==> config.mk <==
export PLATFORM = sky130hd
export DESIGN_NAME = hlm_lane_mapper
export DESIGN_NICKNAME = d
export VERILOG_FILES = /design/src/hlm_pkg.sv /design/src/hlm_net_lanes.sv /design/src/hlm_lane_mapper.sv
export SDC_FILE = /design/constraint.sdc
export NUM_CORES = 1
export LEC_CHECK = 0
export BUFFER_PORTS_ARGS = -buffer_cell sky130_fd_sc_hd__buf_4
export CAP_MARGIN = 20
export CORE_ASPECT_RATIO = 2
export CORE_MARGIN = 1.5
export CORE_UTILIZATION = 50
export DETAILED_ROUTE_END_ITERATION = 12
export PLACE_DENSITY_LB_ADDON = 0.15
export SLEW_MARGIN = 10
export SYNTH_ARGS = -nofsm -noshare
export SYNTH_HDL_FRONTEND = slang
export SYNTH_HIERARCHICAL = 1
export SYNTH_SLANG_ARGS = --single-unit
==> constraint.sdc <==
create_clock -name sys_clk_i -period 2.5 [get_ports sys_clk_i]
set_input_delay 0.5 -clock sys_clk_i [delete_from_list [all_inputs] [get_ports sys_clk_i]]
set_output_delay 0.5 -clock sys_clk_i [all_outputs]
set_load 0.005 [all_outputs]
==> src/hlm_pkg.sv <==
/*
 * Shared constants and carrier types for the host halfword lane mapper.
 * Assumes a single 250 MHz device clock and an SRAM-like host bus whose
 * byte address bits 7:1 reach the device.
 */
package hlm_pkg;

    localparam int unsigned CLK_MHZ = 250;
    localparam logic [7:0] HLM_WSWAP_OFS = 8'h98;
    localparam logic [31:0] HLM_WSWAP_RST = 32'h00000000;
    localparam logic [31:0] HLM_WSWAP_ON = 32'hFFFFFFFF;
    localparam logic [1:0] HLM_HW_LOW = 2'h1;
    localparam logic [1:0] HLM_HW_HIGH = 2'h2;
    localparam logic [1:0] HLM_HW_BOTH = 2'h3;
    localparam int unsigned HLM_HALF = 16;

    // Host pins after synchronisation; strobes are active high here.
    typedef struct packed {
        logic sel;
        logic rd;
        logic wr;
        logic bus16;
        logic [7:1] addr;
        logic [31:0] data;
    } hlm_pins_type;

    // One access to the internal registers and data FIFOs.
    typedef struct packed {
        logic rd;
        logic wr;
        logic [7:2] widx;
        logic [1:0] hw_en;
        logic [31:0] wdata;
    } hlm_req_type;

endpackage : hlm_pkg

==> src/hlm_net_lanes.sv <==
/*
 * Network-side halfword lanes: splits transmit FIFO words into halfwords
 * and packs received halfwords into receive FIFO words.
 * Assumes the receive FIFO always accepts a packed word.
 */
`timescale 1ns/100ps

module hlm_net_lanes
    import hlm_pkg::*;
(
    // Clock and reset
    input wire logic sys_clk_i,
    input wire logic rst_b_i,
    // Transmit FIFO side
    input wire logic tx_word_valid_i,
    input wire logic [31:0] tx_word_i,
    output logic tx_word_ready_o,
    // Network transmit halfwords
    output logic tx_hw_valid_o,
    output logic [15:0] tx_hw_o,
    input wire logic tx_hw_ready_i,
    // Network receive halfwords
    input wire logic rx_hw_valid_i,
    input wire logic [15:0] rx_hw_i,
    // Receive FIFO side
    output logic rx_word_valid_o,
    output logic [31:0] rx_word_o
);

    typedef enum logic [1:0] {TX_IDLE, TX_LOW, TX_HIGH} hlm_tx_state_type;

    hlm_tx_state_type tx_st_ff, nxt_tx_st;
    logic [15:0] tx_hi_ff, nxt_tx_hi;
    logic [15:0] tx_hw_ff, nxt_tx_hw;
    logic rx_half_ff, nxt_rx_half;
    logic [15:0] rx_lo_ff, nxt_rx_lo;
    logic rx_valid_ff, nxt_rx_valid;
    logic [31:0] rx_word_ff, nxt_rx_word;
    logic tx_rdy_ff, nxt_tx_rdy;
    logic tx_vld_ff, nxt_tx_vld;

    always_comb begin
        nxt_tx_st = tx_st_ff;
        nxt_tx_hi = tx_hi_ff;
        nxt_tx_hw = tx_hw_ff;
        case (tx_st_ff)
            TX_IDLE: begin
                if (tx_word_valid_i) begin
                    nxt_tx_hw = tx_word_i[HLM_HALF-1:0];
                    nxt_tx_hi = tx_word_i[31:HLM_HALF];
                    nxt_tx_st = TX_LOW;
                end
            end
            TX_LOW: begin
                if (tx_hw_ready_i) begin
                    nxt_tx_hw = tx_hi_ff;
                    nxt_tx_st = TX_HIGH;
                end
            end
            TX_HIGH: begin
                if (tx_hw_ready_i) begin
                    nxt_tx_st = TX_IDLE;
                end
            end
            default: nxt_tx_st = TX_IDLE;
        endcase
        // The flags follow the next state, so both leave the block from flops.
        nxt_tx_rdy = (nxt_tx_st == TX_IDLE);
        nxt_tx_vld = (nxt_tx_st != TX_IDLE);
    end

    always_comb begin
        nxt_rx_half = rx_half_ff;
        nxt_rx_lo = rx_lo_ff;
        nxt_rx_valid = 1'b0;
        nxt_rx_word = rx_word_ff;
        if (rx_hw_valid_i) begin
            if (!rx_half_ff) begin
                nxt_rx_lo = rx_hw_i;
                nxt_rx_half = 1'b1;
            end else begin
                nxt_rx_word = {rx_hw_i, rx_lo_ff};
                nxt_rx_valid = 1'b1;
                nxt_rx_half = 1'b0;
            end
        end
    end

    always_ff @(posedge sys_clk_i or negedge rst_b_i) begin
        if (!rst_b_i) begin
            tx_st_ff <= TX_IDLE;
            tx_hi_ff <= '0;
            tx_hw_ff <= '0;
            rx_half_ff <= 1'b0;
            rx_lo_ff <= '0;
            rx_valid_ff <= 1'b0;
            rx_word_ff <= '0;
            tx_rdy_ff <= 1'b1;
            tx_vld_ff <= 1'b0;
        end else begin
            tx_st_ff <= nxt_tx_st;
            tx_hi_ff <= nxt_tx_hi;
            tx_hw_ff <= nxt_tx_hw;
            rx_half_ff <= nxt_rx_half;
            rx_lo_ff <= nxt_rx_lo;
            rx_valid_ff <= nxt_rx_valid;
            rx_word_ff <= nxt_rx_word;
            tx_rdy_ff <= nxt_tx_rdy;
            tx_vld_ff <= nxt_tx_vld;
        end
    end

    assign tx_word_ready_o = tx_rdy_ff;
    assign tx_hw_valid_o = tx_vld_ff;
    assign tx_hw_o = tx_hw_ff;
    assign rx_word_valid_o = rx_valid_ff;
    assign rx_word_o = rx_word_ff;

endmodule : hlm_net_lanes

==> src/hlm_lane_mapper.sv <==
/*
 * Host halfword lane mapper: host bus slave that maps host data lanes onto
 * internal 32-bit registers and FIFO words, holds the halfword order
 * control register and carries the network halfword lanes.
 * Assumes internal read data is valid one cycle after the read pulse.
 */
// Functional notes
// - Halfword order control matters only in 16-bit mode.
// - 32-bit mode maps high lines high, low low.
// - Non-all-ones value: A1 high selects high half.
// - All-ones value: A1 high selects low half.
// - Transmit data leaves low halfword first.
// - Receive data enters low halfword first.
// - Mixed endian combines with halfword order.
`timescale 1ns/100ps

module hlm_lane_mapper
    import hlm_pkg::*;
(
    // Clock and reset
    input wire logic sys_clk_i,
    input wire logic rst_b_i,
    // Host bus pins
    input wire logic cs_b_i,
    input wire logic rd_b_i,
    input wire logic wr_b_i,
    input wire logic bus16_i,
    input wire logic [7:1] haddr_i,
    input wire logic [31:0] hdata_i,
    output logic [31:0] hdata_o,
    output logic hdata_oe_o,
    // Endian setting from the configuration logic
    input wire logic mixed_endian_i,
    // Internal register and FIFO port
    output hlm_req_type int_req_o,
    input wire logic [31:0] int_rdata_i,
    // Transmit FIFO side
    input wire logic tx_word_valid_i,
    input wire logic [31:0] tx_word_i,
    output logic tx_word_ready_o,
    // Network transmit halfwords
    output logic tx_hw_valid_o,
    output logic [15:0] tx_hw_o,
    input wire logic tx_hw_ready_i,
    // Network receive halfwords
    input wire logic rx_hw_valid_i,
    input wire logic [15:0] rx_hw_i,
    // Receive FIFO side
    output logic rx_word_valid_o,
    output logic [31:0] rx_word_o,
    // Current halfword order control value
    output logic [31:0] wswap_o
);

    typedef enum logic [1:0] {H_IDLE, H_RD_REQ, H_RD_DATA, H_HOLD} hlm_host_state_type;

    hlm_pins_type sync1_ff, sync2_ff, pins_raw;
    hlm_host_state_type st_ff, nxt_st;
    hlm_req_type req_ff, nxt_req;
    logic [31:0] wswap_ff, nxt_wswap;
    logic [31:0] hdata_ff, nxt_hdata;
    logic oe_ff, nxt_oe;
    logic hi_ff, nxt_hi;
    logic loc_ff, nxt_loc;
    logic me_ff, nxt_me;
    logic b16_ff, nxt_b16;
    logic sel_hi;
    logic is_wswap;
    logic [1:0] hw_en;
    logic [31:0] wword;
    logic [31:0] rword;
    logic [31:0] src;
    logic [1:0] wswap_wr;
    logic [31:0] wswap_upd;

    function automatic logic [31:0] byte_rev(input logic [31:0] w);
        byte_rev = {w[7:0], w[15:8], w[23:16], w[31:24]};
    endfunction : byte_rev

    assign pins_raw = '{sel: ~cs_b_i, rd: ~rd_b_i, wr: ~wr_b_i, bus16: bus16_i,
                        addr: haddr_i, data: hdata_i};

    // Pins are asynchronous to the device clock, so all pass two flops.
    always_ff @(posedge sys_clk_i or negedge rst_b_i) begin
        if (!rst_b_i) begin
            sync1_ff <= '0;
            sync2_ff <= '0;
        end else begin
            sync1_ff <= pins_raw;
            sync2_ff <= sync1_ff;
        end
    end

    // The register is read live, so a completed write steers the next access.
    assign sel_hi = sync2_ff.addr[1] ^ (wswap_ff == HLM_WSWAP_ON);
    assign is_wswap = ({sync2_ff.addr[7:2], 2'h0} == HLM_WSWAP_OFS);

    // Only a write taken in idle touches the control register lanes.
    assign wswap_wr = (st_ff == H_IDLE && sync2_ff.sel && sync2_ff.wr && is_wswap) ?
                      hw_en : 2'h0;

    // Each lane takes only its own halfword, so a narrow host builds the all-ones
    // value in two writes; a half-built value still leaves the order unswapped.
    for (genvar g = 0; g < 2; g++) begin : g_wswap_lane
        assign wswap_upd[g*HLM_HALF +: HLM_HALF] = wswap_wr[g] ?
            wword[g*HLM_HALF +: HLM_HALF] : wswap_ff[g*HLM_HALF +: HLM_HALF];
    end

    always_comb begin
        if (sync2_ff.bus16) begin
            wword = {sync2_ff.data[15:0], sync2_ff.data[15:0]};
            hw_en = sel_hi ? HLM_HW_HIGH : HLM_HW_LOW;
        end else begin
            wword = sync2_ff.data;
            hw_en = HLM_HW_BOTH;
        end
        // Swapping the enables keeps a narrow write on the lane its bytes now occupy.
        if (mixed_endian_i) begin
            wword = byte_rev(wword);
            hw_en = {hw_en[0], hw_en[1]};
        end
    end

    always_comb begin
        nxt_st = st_ff;
        nxt_req = req_ff;
        nxt_req.rd = 1'b0;
        nxt_req.wr = 1'b0;
        nxt_wswap = wswap_upd;
        nxt_hdata = hdata_ff;
        nxt_oe = oe_ff;
        nxt_hi = hi_ff;
        nxt_loc = loc_ff;
        nxt_me = me_ff;
        nxt_b16 = b16_ff;
        src = loc_ff ? wswap_ff : int_rdata_i;
        rword = me_ff ? byte_rev(src) : src;
        case (st_ff)
            H_IDLE: begin
                if (sync2_ff.sel && sync2_ff.wr) begin
                    nxt_st = H_HOLD;
                    // The control register lanes are written by g_wswap_lane.
                    if (!is_wswap) begin
                        nxt_req = '{rd: 1'b0, wr: 1'b1, widx: sync2_ff.addr[7:2],
                                    hw_en: hw_en, wdata: wword};
                    end
                end else if (sync2_ff.sel && sync2_ff.rd) begin
                    nxt_st = H_RD_REQ;
                    nxt_hi = hw_en[1] & ~hw_en[0];
                    nxt_me = mixed_endian_i;
                    nxt_b16 = sync2_ff.bus16;
                    nxt_loc = is_wswap;
                    nxt_req = '{rd: ~is_wswap, wr: 1'b0, widx: sync2_ff.addr[7:2],
                                hw_en: hw_en, wdata: req_ff.wdata};
                end
            end
            H_RD_REQ: nxt_st = H_RD_DATA;
            H_RD_DATA: begin
                if (!b16_ff) begin
                    nxt_hdata = rword;
                end else begin
                    // After the byte reversal the selected half sits mirrored.
                    nxt_hdata = {16'h0000, (hi_ff ^ me_ff) ? rword[31:16] : rword[15:0]};
                end
                nxt_oe = 1'b1;
                nxt_st = H_HOLD;
            end
            H_HOLD: begin
                // Waiting for the release keeps one long strobe from being
                // taken as a second access.
                if (!(sync2_ff.sel && (sync2_ff.rd || sync2_ff.wr))) begin
                    nxt_oe = 1'b0;
                    nxt_st = H_IDLE;
                end
            end
            default: nxt_st = H_IDLE;
        endcase
    end

    always_ff @(posedge sys_clk_i or negedge rst_b_i) begin
        if (!rst_b_i) begin
            st_ff <= H_IDLE;
            req_ff <= '0;
            wswap_ff <= HLM_WSWAP_RST;
            hdata_ff <= '0;
            oe_ff <= 1'b0;
            hi_ff <= 1'b0;
            loc_ff <= 1'b0;
            me_ff <= 1'b0;
            b16_ff <= 1'b0;
        end else begin
            st_ff <= nxt_st;
            req_ff <= nxt_req;
            wswap_ff <= nxt_wswap;
            hdata_ff <= nxt_hdata;
            oe_ff <= nxt_oe;
            hi_ff <= nxt_hi;
            loc_ff <= nxt_loc;
            me_ff <= nxt_me;
            b16_ff <= nxt_b16;
        end
    end

    assign int_req_o = req_ff;
    assign hdata_o = hdata_ff;
    assign hdata_oe_o = oe_ff;
    assign wswap_o = wswap_ff;

    hlm_net_lanes u_hlm_net_lanes (
        .sys_clk_i(sys_clk_i),
        .rst_b_i(rst_b_i),
        .tx_word_valid_i(tx_word_valid_i),
        .tx_word_i(tx_word_i),
        .tx_word_ready_o(tx_word_ready_o),
        .tx_hw_valid_o(tx_hw_valid_o),
        .tx_hw_o(tx_hw_o),
        .tx_hw_ready_i(tx_hw_ready_i),
        .rx_hw_valid_i(rx_hw_valid_i),
        .rx_hw_i(rx_hw_i),
        .rx_word_valid_o(rx_word_valid_o),
        .rx_word_o(rx_word_o)
    );

endmodule : hlm_lane_mapper

**Yosys cells after proc, flatten, opt, wreduce, memory -nomap -nowiden**

Cells that the tools add are included.

- Register bits after elaboration: 285
- Output and inout bits: 158
- Word-level logic and storage cells: 110

- Equality and inequality tests: 12
- Multiplexer cells: 30
- Bitwise logic cells: 10
- Reduce and logical (&&, ||, !) cells: 23

Operator list:

| cell | number |
|---|---|
| 2-to-1 mux 32 bit | 5 |
| 2-to-1 mux 42 bit | 3 |
| 2-to-1 mux 16 bit | 3 |
| 2-to-1 mux 41 bit | 1 |
| == test 32 bit (second input constant) | 1 |
| one-hot mux 16 bit (2 select lines) | 1 |
| 2-to-1 mux 2 bit | 10 |
| AND reduction 3 bit | 4 |
| AND reduction 2 bit | 5 |
| != test 2 bit (second input constant) | 4 |
| one-hot mux 2 bit (4 select lines) | 1 |
| nonzero test 2 bit | 4 |
| NOT 1 bit | 7 |
| == test 2 bit (second input constant) | 3 |
| == test 6 bit (second input constant) | 1 |
| logical AND 1 bit | 6 |
| logical NOT 2 bit | 3 |
| one-hot mux 2 bit (3 select lines) | 1 |
| == test 2 x 1 -> 1 bit (second input constant) | 2 |
| 2-to-1 mux 1 bit | 4 |
| != test 3 x 1 -> 1 bit (second input constant) | 1 |
| one-hot mux 1 bit (2 select lines) | 1 |
| bitwise XOR 1 bit | 2 |
| bitwise AND 1 bit | 1 |
| logical OR 1 bit | 1 |

**Logic depth before layout (Yosys ltp)**

- Word-level depth: 8
- Depth in mapped cells: 8
- Gate-level depth less buffers: 5

**Cells and area by module**

Netlist, hierarchy kept.

By module, submodules not included:

| module | instances | cells each | area each (um2) | sequential area each (um2) |
|---|---|---|---|---|
| hlm_lane_mapper | 1 | 609 | 8120.3 | 4979.8 |
| hlm_net_lanes | 1 | 207 | 3435.8 | 2153.3 |

**Worst setup path before layout**

Ideal clock, no wire load.

- Path kind: input to register
- Start point: input mixed_endian_i
- End point: register wswap_ff[21], in the netlist wswap_o[21]
- Data arrival time: 1.850 ns
- Required time: 2.421 ns
- Setup slack: 0.571 ns
- Stages on the path: 7
- Buffers on the path: 2
- Cells stage by stage: buf_4 xnor2_1 and2_1 a21boi_1 nor3_4 buf_6 mux2i_1

- Cells in the longest elaborated chain, start to end: 2
- Elaborated cells on any way between the ends: 3
- Those cells by class: mux (3)

RTL lines:

| element | line | source |
|---|---|---|
| start, declared | hlm_lane_mapper.sv:33 | `input wire logic mixed_endian_i,` |
| 2-to-1 mux 2 bit | hlm_lane_mapper.sv:118 | `if (mixed_endian_i) begin` |
| 2-to-1 mux 2 bit | hlm_lane_mapper.sv:99 | `assign wswap_wr = (st_ff == H_IDLE && sync2_ff.sel && sync2_ff.wr && is_wswap) ?` |
| end signal, assigned | hlm_lane_mapper.sv:194 | `wswap_ff <= nxt_wswap;` |
| end, declared | hlm_lane_mapper.sv:60 | `logic [31:0] wswap_ff, nxt_wswap;` |

Several ways; a longest one is shown, not always the timed one.
A chain may end at the register's enable or synchronous reset.

**Final worst setup path**

- Start point: register wswap_ff[20], in the netlist wswap_o[20]
- End point: register wswap_ff[5], in the netlist wswap_o[5]

- Cells in the longest elaborated chain, start to end: 6

RTL lines:

| element | line | source |
|---|---|---|
| == test 32 bit | hlm_lane_mapper.sv:95 | `assign sel_hi = sync2_ff.addr[1] ^ (wswap_ff == HLM_WSWAP_ON);` |
| bitwise XOR 1 bit | hlm_lane_mapper.sv:95 |  |
| 2-to-1 mux 2 bit | hlm_lane_mapper.sv:112 | `hw_en = sel_hi ? HLM_HW_HIGH : HLM_HW_LOW;` |
| 2-to-1 mux 2 bit | hlm_lane_mapper.sv:110 | `if (sync2_ff.bus16) begin` |
| 2-to-1 mux 2 bit | hlm_lane_mapper.sv:118 |  |
| 2-to-1 mux 2 bit | hlm_lane_mapper.sv:99 |  |

Every way passes these cells.

==> flow_summary.json <==
{
  "num_rows": 78,
  "slowest_stage": "nor4_1",
  "synth_compound_area_frac": 0.04082,
  "required_ps": 2950,
  "cts-buffers-inserted": 26,
  "slew_headroom": 0.6394,
  "setup_viol": 0,
  "cts.path.max_buffers": 3,
  "fill_cells": 1696,
  "drt-vias-per-instance": 5.215,
  "clk_pin_slew_ps": 60,
  "startpoint_type": "register",
  "ys.flop_type": "dfrtp_1",
  "cts_sinks": 285,
  "fin_tns_setup_ps": 0,
  "dp_hpwl_mm": 19.88,
  "grt.total_usage": 0.2204,
  "place.gp.congestion": 0.7939,
  "status": "complete, no violations",
  "hold_class": "input port to register",
  "placed_cells": 1366,
  "wire_per_inst_um": 18.63,
  "hold_depth": 1,
  "netlist_area_um2": 11560,
  "leakagePower_nw": 7.088,
  "worstRegToRegCells": 6,
  "use_met3": 0.05225,
  "hold-worst-slack_ps": 70.54,
  "drt_iter0_drc": 328,
  "cts-root-buf": "clkbuf_16",
  "period_share": 0.9119,
  "area_growth_pct": 30.44,
  "antenna_found_initial": 0,
  "pwr-share-comb": 0.326,
  "synth-xor-area-share": 0.002274,
  "power_density_nw_per_um2": 1091,
  "layout_commonest_cell": "buf_4",
  "ys_ff_latch": 285,
  "drtPass1Iterations": 4,
  "met2_usage": 0.3984,
  "post-route-util": 0.6657,
  "multiInputGateArea_um2": 3973,
  "switching_share": 0.2908,
  "clock_latency_ps": 530,
  "cp.arrival_ps": 2730,
  "path_class": "register to register",
  "start_util": 0.5104,
  "hold_viol_final": 0,
  "ys_seq_area_frac": 0.6173,
  "grt_overflow": 0,
  "antennaDiodeCount": 0,
  "ctsResizeCount": 0,
  "clkPwrFrac": 0.254,
  "p_seq_frac": 0.420,
  "path_cells": "nand4_1 > nor4_1 > a21oi_1 > a211oi_4 > buf_4 > mux2i_1",
  "die_h_um": 218,
  "routed_wl_mm": 26.37,
  "die_area_um2": 24090,
  "yosys.area.top_type": "dfrtp_1",
  "grt_pass1_vias": 8093,
  "max_stage_delay_ps": 520,
  "endpoint_kind": "register",
  "vdd_drop_max_uv": 856.2,
  "drive_gt1_frac": 0.4608,
  "power_switching_mw": 4.781,
  "synthArstFlopShare": 1.000,
  "syn_inst": 816,
  "nets": 1249,
  "period_minus_slack_ps": 2280,
  "die_x_um": 110.5,
  "busiest_layer": "met2",
  "avgSynthCellArea_um2": 14.16,
  "synth_simple_gate_area_frac": 0.04526,
  "synth_edf_count": 0,
  "place_area_um2": 14130,
  "yosys_warnings": 6,
  "setup_ws_ps": 220.3,
  "pin_count": 287,
  "synth.net_count": 948,
  "slew_violations": 0,
  "htreeDepth": 1,
  "grt_pass1_wl_mm": 42.35,
  "cts_tree": "done",
  "tightestPinTransition_ps": 540.9,
  "met1_usage": 0.2526,
  "fmax_mhz": 438.7,
  "synth_top_family_by_area": "multiplexers",
  "yosys-top-cells-area": "dfrtp_1, mux2_2, mux2i_1",
  "grt_max_degree": 68,
  "rsz0062_at_grt": "no",
  "synthMuxAreaShare": 0.2522,
  "dp_worst_setup_slack_ps": -150.3,
  "ys_types": 42,
  "maxCapViolations": 0,
  "synthAdderAreaFrac": 0.003248,
  "final_area_um2": 15070,
  "power_mw": 16.44,
  "layout_common_cells": "buf_4, dfrtp_1, mux2_2, mux2i_1, inv_1",
  "fp.coreArea_um2": 22640,
  "path_max_fanout": 16,
  "register_area_um2": 7134,
  "instances_no_fill": 1415,
  "detail-route-antenna-nets": 0,
  "port-buffer-count": 286,
  "drc_errors": 0,
  "netlist.area_leader.share": 0.6150,
  "vias": 7379,
  "fin_skew_ps": 9.497,
  "internal_power_mw": 11.66
}
[power by group through the flow]
stage	logic, mW	registers (mW)	clock network (mW)
after CTS	5.43	6.92	4.28
after global routing	5.84	7.08	4.48
final	5.36	6.90	4.18
after global placement	5.31	6.92	0
after floorplan	2.83	6.88	0
after detailed placement	5.40	6.99	0
[layer usage]
| metal | share of wire | up-vias | wire length, µm |
|---|---|---|---|
| li1 | - | 3433 | - |
| met1 | 0.36 | 3625 | 9498 |
| met2 | 0.53 | 269 | 14000 |
| met3 | 0.076 | 52 | 2008 |
| met4 | 0.033 | 0 | 858 |
| met5 | 0 | - | 0 |
[sequential cells by signal, indices dropped and copies added, names as in the netlist, 2 cells and up]
| signal | cells |
|---|---|
| wswap_o | 32 |
| int_req_o | 42 |
| hdata_o | 32 |
| u_hlm_net_lanes/tx_hw_o | 16 |
| u_hlm_net_lanes/rx_lo_ff | 16 |
| u_hlm_net_lanes/tx_hi_ff | 16 |
| st_ff | 2 |
| sync2_ff | 43 |
| u_hlm_net_lanes/rx_word_o | 32 |
| sync1_ff | 43 |
| u_hlm_net_lanes/tx_st_ff | 2 |
[path summary, 6_finish.rpt]
kind | startpoint | slack, ps | endpoint
hold reg to reg | sync1_ff[41] | 350 | sync2_ff[41]
max in group asynchronous | rst_b_i | 1300 | hdata_o[23]
min in group asynchronous | rst_b_i | 500 | st_ff[0]
setup / recovery | wswap_o[20] | 220 | wswap_o[5]
setup reg to reg | wswap_o[20] | 220 | wswap_o[5]
hold / removal | hdata_i[0] | 70 | sync1_ff[0]
[cell type report]
cell class,instances,area share
flip-flops and latches,285,0.4733
inverters,60,0.01494
multi-input cells,429,0.2636
repair buffers,315,0.1650
clock buffers,34,0.04856
well taps,280,0.02324
clock inverters,12,0.01137
[worst max-delay path: cells and delay by family (launching register included)]
kind | cells | cell delay, ps
AND/OR/NAND/NOR | 2 | 800
AO/OA/AOI/OAI | 2 | 400
multiplexers | 1 | 240
buffers and inverters | 1 | 330
flip-flops | 1 | 420
[cell usage after synthesis, types with 2 or more instances]
cell type	number
xor2_1	2
buf_2	12
nor4_1	2
ha_1	3
nor2_2	2
mux2i_1	80
nand2_1	57
or4_4	2
nor2_1	21
nor3_4	2
mux2_2	113
buf_6	3
a21oi_1	21
buf_4	2
buf_8	2
o21ai_0	54
inv_1	60
mux4_2	32
mux2_4	8
nor2b_1	2
dfrtp_1	284
nor3b_2	2
clkbuf_1	23
nand4b_1	2
nand4_1	8
[timing repair]
action,CTS,global route
buffers inserted,2,0
endpoints found under the setup margin,16,0
hold buffers,1,0
endpoints found under the hold margin,52,0
[cells by family (layout without fill, tap and decap cells)]
group,Yosys count,in the layout
AOI/OAI and AO/OA,85,85
adders and majority gates,3,3
muxes,233,233
DFF,285,285
xor gates and xnor gates,3,3
and+or+nand+nor,105,105
buffers and inverters,102,421
Power figures use the tool's default switching activity.
